## src/include/pwc_pkg.sv

```systemverilog
// constants for the pwm counter control block
package pwc_pkg;
  localparam int          CNT_W       = 10;
  localparam int          NCH         = 4;
  // register indexes, byte address is four times the index
  localparam logic [7:0]  IDX_CH1_LOW = 8'hdb;
  localparam logic [7:0]  IDX_CTL_ONE = 8'hdc;
  localparam logic [7:0]  IDX_CH2_LOW = 8'hdd;
  localparam logic [7:0]  IDX_PERIOD  = 8'he0;
  localparam logic [7:0]  IDX_CH12_HI = 8'he1;
  localparam logic [7:0]  IDX_CH0     = 8'he2;
  localparam logic [7:0]  IDX_CH3     = 8'he3;
  localparam logic [7:0]  IDX_PRESC   = 8'he4;
  localparam logic [7:0]  IDX_INT_ST  = 8'he5;
  localparam logic [7:0]  IDX_INT_CLR = 8'he6;
  localparam logic [7:0]  IDX_INT_EN  = 8'he7;
  // control one fields
  localparam int          BIT_RUN     = 7;
  localparam int          BIT_LOAD    = 6;
  localparam int          BIT_FLAG    = 5;
  localparam int          BIT_CLR     = 4;
  // high-bit register fields
  localparam int          POS_CH1_HI  = 0;
  localparam int          POS_CH2_HI  = 2;
  // prescale select codes and tick masks
  localparam logic [1:0]  PRE_DIV16   = 2'h3;
  localparam logic [3:0]  MASK_DIV1   = 4'h0;
  localparam logic [3:0]  MASK_DIV2   = 4'h1;
  localparam logic [3:0]  MASK_DIV4   = 4'h3;
  localparam logic [3:0]  MASK_DIV16  = 4'hf;
  // reset values
  localparam logic [7:0]  RST_CTL     = 8'h00;
  localparam logic [9:0]  RST_PERIOD  = 10'h000;
  localparam logic [9:0]  RST_DUTY    = 10'h000;
  localparam logic [1:0]  RST_PRESC   = 2'h0;
endpackage : pwc_pkg

```

## src/logic/pwc_prescale.sv

```systemverilog
// prescaler producing the counter tick enable
`timescale 1ns/100ps
`default_nettype none
module pwc_prescale
  import pwc_pkg::*;
(
  // clock and reset
  input  wire logic       hclk,
  input  wire logic       hresetn,
  // control
  input  wire logic       run_i,
  input  wire logic [1:0] sel_i,
  // tick
  output logic            tick_o
);
  logic [3:0] div_reg;
  logic [3:0] div_next;
  logic [3:0] mask;

  always_comb
  begin
    case (sel_i)
      2'h0:    mask = MASK_DIV1;
      2'h1:    mask = MASK_DIV2;
      2'h2:    mask = MASK_DIV4;
      default: mask = MASK_DIV16;
    endcase
    div_next = run_i ? div_reg + 4'h1 : 4'h0;
  end

  always_ff @(posedge hclk or negedge hresetn)
  begin
    if (!hresetn)
      div_reg <= 4'h0;
    else
      div_reg <= div_next;
  end

  assign tick_o = run_i && ((div_reg & mask) == mask);
endmodule : pwc_prescale
`default_nettype wire

```

## src/logic/pwc_channel.sv

```systemverilog
// one channel: compare register, comparator and inversion
`timescale 1ns/100ps
`default_nettype none
module pwc_channel
  import pwc_pkg::*;
(
  // clock and reset
  input  wire logic             hclk,
  input  wire logic             hresetn,
  // counter side
  input  wire logic [pwc_pkg::CNT_W-1:0] cnt_i,
  input  wire logic             load_i,
  input  wire logic [pwc_pkg::CNT_W-1:0] duty_i,
  input  wire logic             inv_i,
  // output
  output logic                  out_o
);
  logic [CNT_W-1:0] cmp_reg;
  logic [CNT_W-1:0] cmp_next;
  logic             out_reg;
  logic             out_next;

  always_comb
  begin
    cmp_next = load_i ? duty_i : cmp_reg;
    out_next = (cnt_i < cmp_reg) ^ inv_i;
  end

  always_ff @(posedge hclk or negedge hresetn)
  begin
    if (!hresetn)
    begin
      cmp_reg <= RST_DUTY;
      out_reg <= 1'b0;
    end
    else
    begin
      cmp_reg <= cmp_next;
      out_reg <= out_next;
    end
  end

  assign out_o = out_reg;
endmodule : pwc_channel
`default_nettype wire

```

## src/logic/pwc_top.sv

```systemverilog
// pwm counter control with ahb-lite register slave
// Function
// ten-bit down counter detects underflow
// load request reloads period and duties
// no load request, no reload
// load request clears itself two clocks after the reload underflow
// underflow sets flag, may raise interrupt
// software alone clears underflow flag
// counter clear zeroes counter, self-clears
// invert bits flip channel outputs
// counter advances only while running
// prescale divides clock 1,2,4,16
// channel output compares counter with compare
// no load: restart from active period
`timescale 1ns/100ps
`default_nettype none
module pwc_top
  import pwc_pkg::*;
(
  // clock and reset
  input  wire logic                 hclk,
  input  wire logic                 hresetn,
  // ahb-lite slave
  input  wire logic                 hsel,
  input  wire logic [31:0]          haddr,
  input  wire logic [1:0]           htrans,
  input  wire logic                 hwrite,
  input  wire logic [2:0]           hsize,
  input  wire logic                 hready,
  input  wire logic [31:0]          hwdata,
  output logic [31:0]               hrdata,
  output logic                      hreadyout,
  output logic                      hresp,
  // pwm outputs and interrupt
  output logic [pwc_pkg::NCH-1:0]   pwm_out,
  output logic                      irq
);
  logic                  run_reg, run_next;
  logic                  load_reg, load_next;
  logic                  flag_reg, flag_next;
  logic                  clr_reg, clr_next;
  logic [3:0]            inv_reg, inv_next;
  logic [CNT_W-1:0]      period_reg, period_next;
  logic [NCH-1:0][CNT_W-1:0] duty_reg, duty_next;
  logic [1:0]            presc_reg, presc_next;
  logic                  stat_reg, stat_next;
  logic                  en_reg, en_next;
  logic [CNT_W-1:0]      cnt_reg, cnt_next;
  logic [CNT_W-1:0]      per_act_reg, per_act_next;
  logic                  done_reg, done_next;
  logic                  wr_reg, wr_next;
  logic                  rd_reg, rd_next;
  logic [7:0]            idx_reg, idx_next;
  logic                  tick;
  logic                  underflow;
  logic                  load_now;
  logic                  ctl_wr;
  logic                  addr_ok;

  // bus address phase capture
  always_comb
  begin
    addr_ok  = hsel && htrans[1] && hready && (haddr[31:10] == 22'h0);
    wr_next  = addr_ok && hwrite;
    rd_next  = addr_ok && !hwrite;
    idx_next = addr_ok ? haddr[9:2] : idx_reg;
  end

  always_ff @(posedge hclk or negedge hresetn)
  begin
    if (!hresetn)
    begin
      wr_reg  <= 1'b0;
      rd_reg  <= 1'b0;
      idx_reg <= 8'h00;
    end
    else
    begin
      wr_reg  <= wr_next;
      rd_reg  <= rd_next;
      idx_reg <= idx_next;
    end
  end

  assign hreadyout = 1'b1;
  assign hresp     = 1'b0;
  assign ctl_wr    = wr_reg && (idx_reg == IDX_CTL_ONE);

  // counter tick
  pwc_prescale u_presc (
    .hclk    (hclk),
    .hresetn (hresetn),
    .run_i   (run_reg),
    .sel_i   (presc_reg),
    .tick_o  (tick)
  );

  assign underflow = tick && !clr_reg && (cnt_reg == 10'h000);
  assign load_now  = underflow && load_reg;

  // counter and active period
  always_comb
  begin
    cnt_next     = cnt_reg;
    per_act_next = per_act_reg;
    done_next    = load_now;
    if (clr_reg)
      cnt_next = 10'h000;
    else if (tick)
    begin
      if (cnt_reg != 10'h000)
        cnt_next = cnt_reg - 10'h001;
      else if (load_reg)
      begin
        cnt_next     = period_reg;
        per_act_next = period_reg;
      end
      else
        cnt_next = per_act_reg;
    end
  end

  always_ff @(posedge hclk or negedge hresetn)
  begin
    if (!hresetn)
    begin
      cnt_reg     <= 10'h000;
      per_act_reg <= RST_PERIOD;
      done_reg    <= 1'b0;
    end
    else
    begin
      cnt_reg     <= cnt_next;
      per_act_reg <= per_act_next;
      done_reg    <= done_next;
    end
  end

  // register writes
  always_comb
  begin
    run_next    = run_reg;
    load_next   = load_reg;
    flag_next   = flag_reg | underflow;
    clr_next    = 1'b0;
    inv_next    = inv_reg;
    period_next = period_reg;
    duty_next   = duty_reg;
    presc_next  = presc_reg;
    stat_next   = stat_reg | underflow;
    en_next     = en_reg;
    if (done_reg)
      load_next = 1'b0;
    if (ctl_wr)
    begin
      run_next  = hwdata[BIT_RUN];
      load_next = hwdata[BIT_LOAD];
      flag_next = (flag_reg & hwdata[BIT_FLAG]) | underflow;
      clr_next  = hwdata[BIT_CLR];
      inv_next  = hwdata[3:0];
    end
    else if (wr_reg && idx_reg == IDX_CH1_LOW)
      duty_next[1][7:0] = hwdata[7:0];
    else if (wr_reg && idx_reg == IDX_CH2_LOW)
      duty_next[2][7:0] = hwdata[7:0];
    else if (wr_reg && idx_reg == IDX_PERIOD)
      period_next = hwdata[CNT_W-1:0];
    else if (wr_reg && idx_reg == IDX_CH12_HI)
    begin
      duty_next[1][9:8] = hwdata[POS_CH1_HI+:2];
      duty_next[2][9:8] = hwdata[POS_CH2_HI+:2];
    end
    else if (wr_reg && idx_reg == IDX_CH0)
      duty_next[0] = hwdata[CNT_W-1:0];
    else if (wr_reg && idx_reg == IDX_CH3)
      duty_next[3] = hwdata[CNT_W-1:0];
    else if (wr_reg && idx_reg == IDX_PRESC)
      presc_next = hwdata[1:0];
    else if (wr_reg && idx_reg == IDX_INT_CLR)
      stat_next = (stat_reg & ~hwdata[0]) | underflow;
    else if (wr_reg && idx_reg == IDX_INT_EN)
      en_next = hwdata[0];
  end

  always_ff @(posedge hclk or negedge hresetn)
  begin
    if (!hresetn)
    begin
      run_reg    <= RST_CTL[BIT_RUN];
      load_reg   <= RST_CTL[BIT_LOAD];
      flag_reg   <= RST_CTL[BIT_FLAG];
      clr_reg    <= RST_CTL[BIT_CLR];
      inv_reg    <= RST_CTL[3:0];
      period_reg <= RST_PERIOD;
      duty_reg   <= {NCH{RST_DUTY}};
      presc_reg  <= RST_PRESC;
      stat_reg   <= 1'b0;
      en_reg     <= 1'b0;
    end
    else
    begin
      run_reg    <= run_next;
      load_reg   <= load_next;
      flag_reg   <= flag_next;
      clr_reg    <= clr_next;
      inv_reg    <= inv_next;
      period_reg <= period_next;
      duty_reg   <= duty_next;
      presc_reg  <= presc_next;
      stat_reg   <= stat_next;
      en_reg     <= en_next;
    end
  end

  assign irq = stat_reg && en_reg;

  // read mux
  always_comb
  begin
    hrdata = 32'h0;
    if (!rd_reg)
      hrdata = 32'h0;
    else if (idx_reg == IDX_CTL_ONE)
      hrdata[7:0] = {run_reg, load_reg, flag_reg, clr_reg, inv_reg};
    else if (idx_reg == IDX_CH1_LOW)
      hrdata[7:0] = duty_reg[1][7:0];
    else if (idx_reg == IDX_CH2_LOW)
      hrdata[7:0] = duty_reg[2][7:0];
    else if (idx_reg == IDX_PERIOD)
      hrdata[CNT_W-1:0] = period_reg;
    else if (idx_reg == IDX_CH12_HI)
      hrdata[3:0] = {duty_reg[2][9:8], duty_reg[1][9:8]};
    else if (idx_reg == IDX_CH0)
      hrdata[CNT_W-1:0] = duty_reg[0];
    else if (idx_reg == IDX_CH3)
      hrdata[CNT_W-1:0] = duty_reg[3];
    else if (idx_reg == IDX_PRESC)
      hrdata[1:0] = presc_reg;
    else if (idx_reg == IDX_INT_ST)
      hrdata[0] = stat_reg;
    else if (idx_reg == IDX_INT_EN)
      hrdata[0] = en_reg;
  end

  // channels
  for (genvar g = 0; g < NCH; g++)
  begin : g_ch
    pwc_channel u_ch (
      .hclk    (hclk),
      .hresetn (hresetn),
      .cnt_i   (cnt_reg),
      .load_i  (load_now),
      .duty_i  (duty_reg[g]),
      .inv_i   (inv_reg[g]),
      .out_o   (pwm_out[g])
    );
  end
endmodule : pwc_top
`default_nettype wire

```

## config.mk

```make
export PLATFORM = sky130hd
export DESIGN_NAME = pwc_top
export DESIGN_NICKNAME = d
export VERILOG_FILES = /design/src/include/pwc_pkg.sv /design/src/logic/pwc_prescale.sv /design/src/logic/pwc_channel.sv /design/src/logic/pwc_top.sv
export SDC_FILE = /design/constraint.sdc
export NUM_CORES = 1
export LEC_CHECK = 0
export BUFFER_PORTS_ARGS = -buffer_cell sky130_fd_sc_hd__buf_2
export CAP_MARGIN = 20
export CORE_MARGIN = 2
export CORE_UTILIZATION = 37
export DETAILED_ROUTE_END_ITERATION = 10
export PLACE_DENSITY = 0.69
export SLEW_MARGIN = 20
export SYNTH_ARGS = -nofsm -noshare
export SYNTH_HDL_FRONTEND = slang
export SYNTH_SLANG_ARGS = --single-unit
```

## constraint.sdc

```tcl
create_clock -name hclk -period 2.7 [get_ports hclk]
set_clock_uncertainty 0.2 [all_clocks]
set_input_delay 0.27 -clock hclk [delete_from_list [all_inputs] [get_ports hclk]]
set_output_delay 0.27 -clock hclk [all_outputs]
set_load 0.05 [all_outputs]
```

==> impl_results.md, run 1 <==
* Pre-Repair DR Iteration Count at 5
* Fill count at 1819
* Die X at 148 um
* Synth area leaders: dfrtp_1 (46%), mux2_2 (16%), ha_1 (6.4%)
* Slew Viols, Final at 0
* Mux cell area share after synthesis at 19.5%
* Cells after Synth at 680
* Worst VDD drop at 505 uV
* PD cells at 592 nW/um^2
* Reg clk slew, reported paths at 0.06 ns
* Fraction of registers with async set/reset at 100%
* Final instance area at 9360 um^2
* Worst-Skew Late Latency at 0.43 ns
* Starting DRT DRC Count at 533
* Setup TNS at 0 ns
* Initial Util at 37.8%
* Final Core Density at 46.3%
* Synth Area in XOR/XNOR at 0.229%
* Max Cap Violations at 0
* Place WS at -0.132 ns
* Final WS setup at 0.0724 ns
* Flops & latches, synth at 141
* R2r setup slk at 0.12 ns
* Initial antenna violation count at 0
* Yosys cell types at 64
* Layout Cells excl Fill at 1069
* Die Y-Extent at 148 um
* Layout area overhead at 22.4%
* First-pass GRT wire length at 30900 um
* Routed WL per cell at 18.6 um
* WP data required at 2.23 ns
* Adder-Cell Fraction of Synth Area at 6.38%
* Placed insts at 1016
* GPL Wtd Cong at 0.836
* Post-Syn Area at 7650 um^2
* Total number of vias at 5661
* Endpoints failing hold at 0
* Fin Hold WS at 0.0399 ns
* HPWL after detailed placement at 14000 um
* Number of synthesized flops with an enable pin at 0
* PortBufs at 60
* Pwr Total at 5.55 mW
* Final wirelength at 19900 um
* Final ANT Viol Nets at 0
* Largest fanout on the critical path at 13
* Num ports at 113
* Status: completed
* Main combinational cell family by area after synthesis: multiplexers
* CP Class: register to primary output
* Synth Area in Simple Gates at 10.0%
* Final setup vio count at 0
* CTS Root Cell: clkbuf_16
* Number of global-route vias before repair at 5695
* Most frequent cells in the layout: dfrtp_1 (137), mux2_2 (107), buf_2 (52)
* Top Layer Used: met4
* Antenna cells at 0
* Vias per std cell at 5.30
* Die area at 21800 um^2
* Fin crit share at 97.3%
* Pin count of the biggest net entering global routing at 67
* Worst EP arrival at 2.16 ns
* Crit end category: primary output
* Share of Yosys cell area claimed by the top area cell type at 46.1%
* Worst-margin pin slew at 0.671 ns
* GRT Residual Overflow at 0
* CTS tree: built
* TritonCTS buffer count at 17
* Met2 wire length at 9560 um
* Commonest register cell after synthesis: dfrtp_1
* Metal3 WL at 1150 um
* Leak at 4.43 nW
* Register area share after synthesis at 46.1%
* Fraction of layout cells with a size suffix above 1 at 33.7%
* Placed Area at 8380 um^2
* Most common cell after layout, fill and taps aside: dfrtp_1
* Placeable Area at 20200 um^2
* Gr usage total at 18.7%
* Row count at 52
* Final min period at 2.63 ns
* Layout Nets at 899
* H-tree Lvls at 4
* Clock Tree Buf Depth at 2
* Hold crit path type: input port to register
* Mean post-synth cell area at 11.2 um^2
* Yosys Warn Count at 0
* M1 WL at 8820 um
* Compound-Gate Fraction of Synth Area at 10.4%
* FMAX at 381 MHz
* Synth area leader: dfrtp_1
* Worst setup SP type: register
* Max-slew headroom at 55.3%
* Residual DRC at 0
* CTS sink cnt at 141
[kinds of logic after synthesis]
family	count (synthesis)
flops	141
simple gates	139
compound gates	119
buf+inv	106
other cells	2
fa+ha+maj	39
xor+xnor	2
mux	132
[worst max-delay path, stage by stage (launching register included)]
cell	delay, ns
dfrtp_2	0.46
buf_12	0.15
clkbuf_16	0.17
nand2b_1	0.15
a21oi_1	0.14
o221ai_1	0.16
a221oi_2	0.29
buf_6	0.20
[routing by layer]
| metal | track usage, % | vias up |
|---|---|---|
| li1 | - | 2628 |
| met4 | 6.44 | 0 |
| met2 | 30.0 | 188 |
| met5 | 0 | - |
| met1 | 25.1 | 2810 |
| met3 | 4.07 | 35 |
[cells in the mapped netlist (3+ instances only)]
master    instances
nand3_1          17
mux2i_1          20
inv_1            51
clkbuf_1         17
o21ai_0          41
or2_2             3
nand4_1           3
o31ai_1           3
nor2b_1           5
o22ai_1           4
a211oi_1          3
ha_1             39
mux2_2          107
dfrtp_1         141
nand2b_1         11
nor4_1            5
a22o_1            5
nor3b_1           3
a21o_1            4
nand2_1          31
a31oi_1          10
nor2_1           20
a21oi_1          13
nor3_1            8
a221oi_1          3
and2_1            4
a2111o_1          5
mux2_4            3
or3_1             6
and3_1            5
o221ai_1          7
buf_4            28
buf_6             6
a22oi_1           3
o21a_1            5
nand3b_1          5
[power breakdown]
group | leakage [nW] | switching, mW | total, mW | internal, mW
logic | 2.32 | 0.338 | 0.591 | 0.253
registers | 1.80 | 0.0785 | 2.32 | 2.24
clock network | 0.312 | 0.941 | 2.63 | 1.69
total | 4.43 | 1.36 | 5.55 | 4.19
[worst paths after layout]
path                                start            endpoint  depth (start not counted)
hold / removal                  hwdata[5]        duty_reg[15]                          2
hold reg to reg            per_act_reg[0]      per_act_reg[0]                          1
setup / recovery               idx_reg[1]           hrdata[0]                          7
setup reg to reg               cnt_reg[5]  g_ch[2].u_ch.out_o                          6
min in group asynchronous         hresetn          cnt_reg[9]                          2
max in group asynchronous         hresetn  g_ch[0].u_ch.out_o                          3
[repair_timing]
action,in CTS,in global routing
hold buffers,19,0
endpoints found under the setup margin,6,29
gates resized for setup,10,24
endpoints found under the hold margin,103,0
pin swaps,0,3
cloned,0,1
setup buffers,0,1
[final cells by class]
| class | count | area [um^2] | area share [%] |
|---|---|---|---|
| flip-flops and latches | 141 | 3530 | 37.7 |
| multi-input cells | 455 | 3710 | 39.6 |
| repair buffers | 119 | 918 | 9.81 |
| clock buffers | 19 | 453 | 4.84 |
| well taps | 270 | 338 | 3.61 |
| inverters | 52 | 200 | 2.14 |
| clock inverters | 13 | 211 | 2.26 |
Power figures use the tool's default switching activity.
==> run 2: changes to the inputs <==
- BUFFER_PORTS_ARGS: -buffer_cell sky130_fd_sc_hd__buf_2 -> not set
- DONT_BUFFER_PORTS: not set -> 1
- PLACE_DENSITY: 0.69 -> 0.64
==> impl_results.md, run 2 (synthesis gave the netlist of run 1 again) <==
* Die X at 148 um
* Final min period at 2.65 ns
* Max Cap Violations at 0
* Routed WL per cell at 19.4 um
* Final ANT Viol Nets at 0
* First-pass GRT wire length at 30500 um
* Leak at 4.19 nW
* Most common cell after layout, fill and taps aside: dfrtp_1
* Fill count at 1885
* Total number of vias at 5493
* Crit end category: primary output
* Layout area overhead at 17.4%
* Fin Hold WS at -0.657 ns
* PD cells at 546 nW/um^2
* Placeable Area at 20200 um^2
* FMAX at 377 MHz
* Layout Nets at 851
* Fin crit share at 98.2%
* Status: finished with violations
* Initial antenna violation count at 1
* CP max stage delay at 0.59 ns
* Area of the multi-input gates at 3720 um^2
* Most frequent cells in the layout: dfrtp_1 (138), mux2_2 (107), inv_1 (51)
* Cells along the critical path: nand2b_2 -> nor4_1 -> buf_4 -> nand2_1 -> a21oi_2 -> buf_6
* Endpoints failing hold at 141
* Slowest cell on the critical path: dfrtp_4
* Num ports at 113
* TritonCTS buffer count at 17
* Final wirelength at 19800 um
* Setup TNS at 0 ns
* Placed Area at 8130 um^2
* Place WS at 0.0244 ns
* Worst-Skew Late Latency at 0.42 ns
* NetSw at 1.21 mW
* CTS sink cnt at 141
* Clock power share at 43.0%
* Net Sw Frac at 24.6%
* CP Class: register to primary output
* Die Y-Extent at 148 um
* H-tree Lvls at 4
* GPL Wtd Cong at 0.861
* HPWL after detailed placement at 13800 um
* Vias per std cell at 5.39
* PortBufs at 0
* Final WS setup at 0.0482 ns
* CTS Root Cell: clkbuf_16
* Logic pwr share at 9.6%
* Worst EP arrival at 2.18 ns
* GRT Residual Overflow at 0
* Number of global-route vias before repair at 5493
* Final instance area at 8980 um^2
* Pin count of the biggest net entering global routing at 142
* Die area at 21800 um^2
* Worst VDD drop at 420 uV
* Int Power at 3.70 mW
* Worst setup SP type: register
* Clock Tree Buf Depth at 2
* Residual DRC at 0
* RSZ-0062 raised after global routing: true
* Reg area at 3530 um^2
* Failing checks: hold timing
* Hold_buf cts at 19
* CTS tree: built
* Max-slew headroom at 62.8%
* Reg clk slew, reported paths at 0.06 ns
* Pre-Repair DR Iteration Count at 5
* WP data required at 2.23 ns
* Sequential share of power at 47.4%
* Antenna cells at 0
* Gr usage total at 18.6%
* Starting DRT DRC Count at 344
* Fraction of layout cells with a size suffix above 1 at 29.2%
* Row count at 52
* Initial Util at 37.8%
* Largest fanout on the critical path at 14
* Slew Viols, Final at 0
* Pwr Total at 4.91 mW
* Worst-margin pin slew at 0.558 ns
* Hold crit path type: input port to async pin
* Final setup vio count at 0
==> run 2: cell types whose count changed in the layout (fill, tap and decap cells not counted), moves of 4 or more <==
cell / change
buf_6: +5
o21ai_0: -4
buf_2: -52
clkbuf_1: +5
bufinv_16: -5
==> run 2: layout make-up <==
type / instances / area share, %
Clock inverter: 6 / 0.418
Tap cell: 270 / 3.76
Sequential cell: 141 / 39.3
Clock buffer: 25 / 5.40
Inverter: 52 / 2.19
Timing Repair Buffer: 71 / 7.45
Multi-Input combinational cell: 455 / 41.4
==> run 2: power groups by stage <==
| stage | clock network, mW | registers (mW) | logic (mW) |
|---|---|---|---|
| after floorplan | 0 | 2.32 | 0.418 |
| after global placement | 0 | 2.36 | 0.420 |
| after detailed placement | 0 | 2.36 | 0.436 |
| after CTS | 2.15 | 2.32 | 0.475 |
| after global routing | 2.24 | 2.34 | 0.526 |
| final | 2.11 | 2.33 | 0.473 |
==> run 2: final timing paths <==
path                                          from                       to  slack [ns]  cells after the start
max in group asynchronous                  hresetn               idx_reg[1]        2.78                      0
min                                        hresetn             duty_reg[35]       -0.66                      0
min reg2reg                g_ch[2].u_ch.cmp_reg[3]  g_ch[2].u_ch.cmp_reg[3]        0.30                      1
max                                     idx_reg[1]                hrdata[5]        0.05                      6
min in group hclk                        haddr[17]                   rd_reg        0.16                      3
max reg2reg                             cnt_reg[0]  g_ch[3].u_ch.cmp_reg[0]        0.14                      8
==> run 2: timing repair <==
item	in CTS	in global routing
gates cloned	0	1
buffers inserted	0	4
endpoints found under the hold margin	213	141
gates resized for setup	10	22
pin swaps	0	4
setup endpoints to repair	9	58
==> run 2: metal layers <==
metal | global-route usage (%) | vias up | routed length (um)
li1 | - | 2532 | -
met1 | 24.4 | 2721 | 8770
met2 | 28.8 | 195 | 8960
met3 | 5.25 | 43 | 1480
met4 | 8.17 | 2 | 590
met5 | 0 | - | 12
==> run 2: stage by stage <==
| stage | utilization, % | std cells |
|---|---|---|
| after floorplan | - | 702 |
| after global placement | 40.2 | 965 |
| after detailed placement | 40.2 | 965 |
| after CTS | 43.8 | 1015 |
| after global routing | 44.4 | 1020 |
| final | 44.4 | 1020 |
==> run 2: critical path, delay by kind of cell, from the launching register on <==
| family | cells | cell delay [ns] |
|---|---|---|
| DFF | 1 | 0.59 |
| and+or+nand+nor | 3 | 0.56 |
| AOI/OAI and AO/OA | 1 | 0.23 |
| buffers and inverters | 2 | 0.38 |
==> run 3: changes to the inputs <==
- CORE_UTILIZATION: 37 -> 25
- PLACE_DENSITY: 0.64 -> 0.51
==> impl_results.md, run 3 (synthesis gave the netlist of run 1 again) <==
* Setup TNS at 0 ns
* Most common cell after layout, fill and taps aside: dfrtp_1
* Final min period at 2.68 ns
* Final wirelength at 21700 um
* Die area at 32000 um^2
* WP data required at 2.23 ns
* Initial Util at 25.2%
* Worst setup SP type: register
* Routed WL per cell at 18.8 um
* Hold_buf cts at 19
* Leak at 4.29 nW
* Final ANT Viol Nets at 0
* Hold crit path type: input port to async pin
* Worst EP arrival at 2.21 ns
* Fin Hold WS at -0.662 ns
* CTS sink cnt at 141
* Die X at 179 um
* Failing checks: hold timing
* Initial antenna violation count at 1
* Place WS at -0.0745 ns
* Fraction of layout cells with a size suffix above 1 at 30.7%
* Die Y-Extent at 179 um
* Pin count of the biggest net entering global routing at 142
* RSZ-0062 raised after global routing: true
* Fill count at 3102
* Max-slew headroom at 59.2%
* Worst-Skew Late Latency at 0.43 ns
* Pwr Total at 5.19 mW
* Final setup vio count at 0
* Worst R2R Path Depth at 7
* PD cells at 556 nW/um^2
* Vias per std cell at 4.76
* Slowest cell on the critical path: dfrtp_2
* Fin crit share at 99.4%
* Layout Nets at 859
* Final Core Density at 30.8%
* CTS Root Cell: clkbuf_16
* TritonCTS buffer count at 17
* Slew Viols, Final at 0
* First-pass GRT wire length at 32300 um
* Status: finished with violations
* HPWL after detailed placement at 15100 um
* Cells along the critical path: buf_12 -> nand2_1 -> or2_2 -> o21ai_0 -> a32oi_2 -> a221oi_2 -> buf_6
* Clock Tree Buf Depth at 2
* Num ports at 113
* RR Startpoint: cnt_reg[5]
* GPL Wtd Cong at 0.795
* Worst setup path start: idx_reg[0]
* H-tree Lvls at 4
* CP Class: register to primary output
* GRT Residual Overflow at 0
* Number of global-route vias before repair at 5477
* CTS tree: built
* Final WS setup at 0.0168 ns
* Crit end category: primary output
* Endpoints failing hold at 141
* FF-to-FF End: g_ch[2].u_ch.out_o
* Worst VDD drop at 347 uV
* Largest fanout on the critical path at 6
* R2r setup slk at 0.06 ns
* CP endpoint: hrdata[1]
* FMAX at 373 MHz
* Total number of vias at 5494
* Placeable Area at 30300 um^2
* Reg clk slew, reported paths at 0.06 ns
* Pre-Repair DR Iteration Count at 5
* Starting DRT DRC Count at 354
* Gr usage total at 13.7%
* PortBufs at 0
* Row count at 64
* Max Cap Violations at 0
* Layout area overhead at 22.2%
* Worst-margin pin slew at 0.613 ns
* CP max stage delay at 0.47 ns
* Residual DRC at 0
* Most frequent cells in the layout: dfrtp_1 (138), mux2_2 (107), inv_1 (51)
-- run 3: worst max-delay path: cells and delay by family (launching register included) --
| kind | cells | cell delay [ns] |
|---|---|---|
| buffers and inverters | 2 | 0.37 |
| and+or+nand+nor | 2 | 0.44 |
| AOI/OAI and AO/OA | 3 | 0.51 |
| DFF | 1 | 0.47 |
-- run 3: cell type report --
| class | count | area (um^2) | area share (%) |
|---|---|---|---|
| Multi-Input combinational cell | 455 | 3730 | 39.9 |
| Clock buffer | 21 | 480 | 5.14 |
| Clock inverter | 10 | 113 | 1.20 |
| Inverter | 52 | 200 | 2.14 |
| Antenna cell | 1 | 2.50 | 0.0268 |
| Tap cell | 396 | 495 | 5.30 |
| Timing Repair Buffer | 79 | 793 | 8.48 |
| Sequential cell | 141 | 3530 | 37.8 |
-- run 3: worst min path at each step --
stage,end,start,cells after the start,slack [ns]
finish,cnt_reg[1],hresetn,0,-0.66
CTS,cnt_reg[1],hresetn,0,-0.67
global placement,period_reg[8],hresetn,0,-0.21
global route,cnt_reg[1],hresetn,0,-0.68
floorplan,clr_reg,hresetn,0,-0.23
detailed placement,per_act_reg[8],hresetn,0,-0.21
-- run 3: repair_timing --
action                                 CTS  global route
pin swaps                                0             8
setup buffers                            0            10
setup endpoints to repair                9            21
endpoints found under the hold margin  213           141
gates resized for setup                 11            24
gates cloned                             0             3
-- run 3: report_power, final --
part           internal [mW]  switching (mW)  total, mW
Sequential              2.24          0.0822       2.32
Clock                   1.45           0.926       2.38
Combinational          0.226           0.268      0.494
Total                   3.92            1.28       5.19
-- run 3: stage by stage --
stage / std cells / cell area, um^2
6_report: 1155 / 9350
5_1_grt: 1155 / 9350
4_1_cts: 1141 / 9150
3_5_place_dp: 1091 / 8330
3_3_place_gp: 1091 / 8330
2_1_floorplan: 702 / 7750
-- run 3: per-layer routing --
layer / share of wire [%] / routed length [um] / vias up / track usage, %
met5: 0 / 0 / - / 0
met4: 2.1 / 463 / 0 / 4.64
met3: 4.9 / 1060 / 28 / 2.93
met2: 46 / 10000 / 145 / 21.9
met1: 47 / 10100 / 2773 / 18.5
li1: - / - / 2548 / -
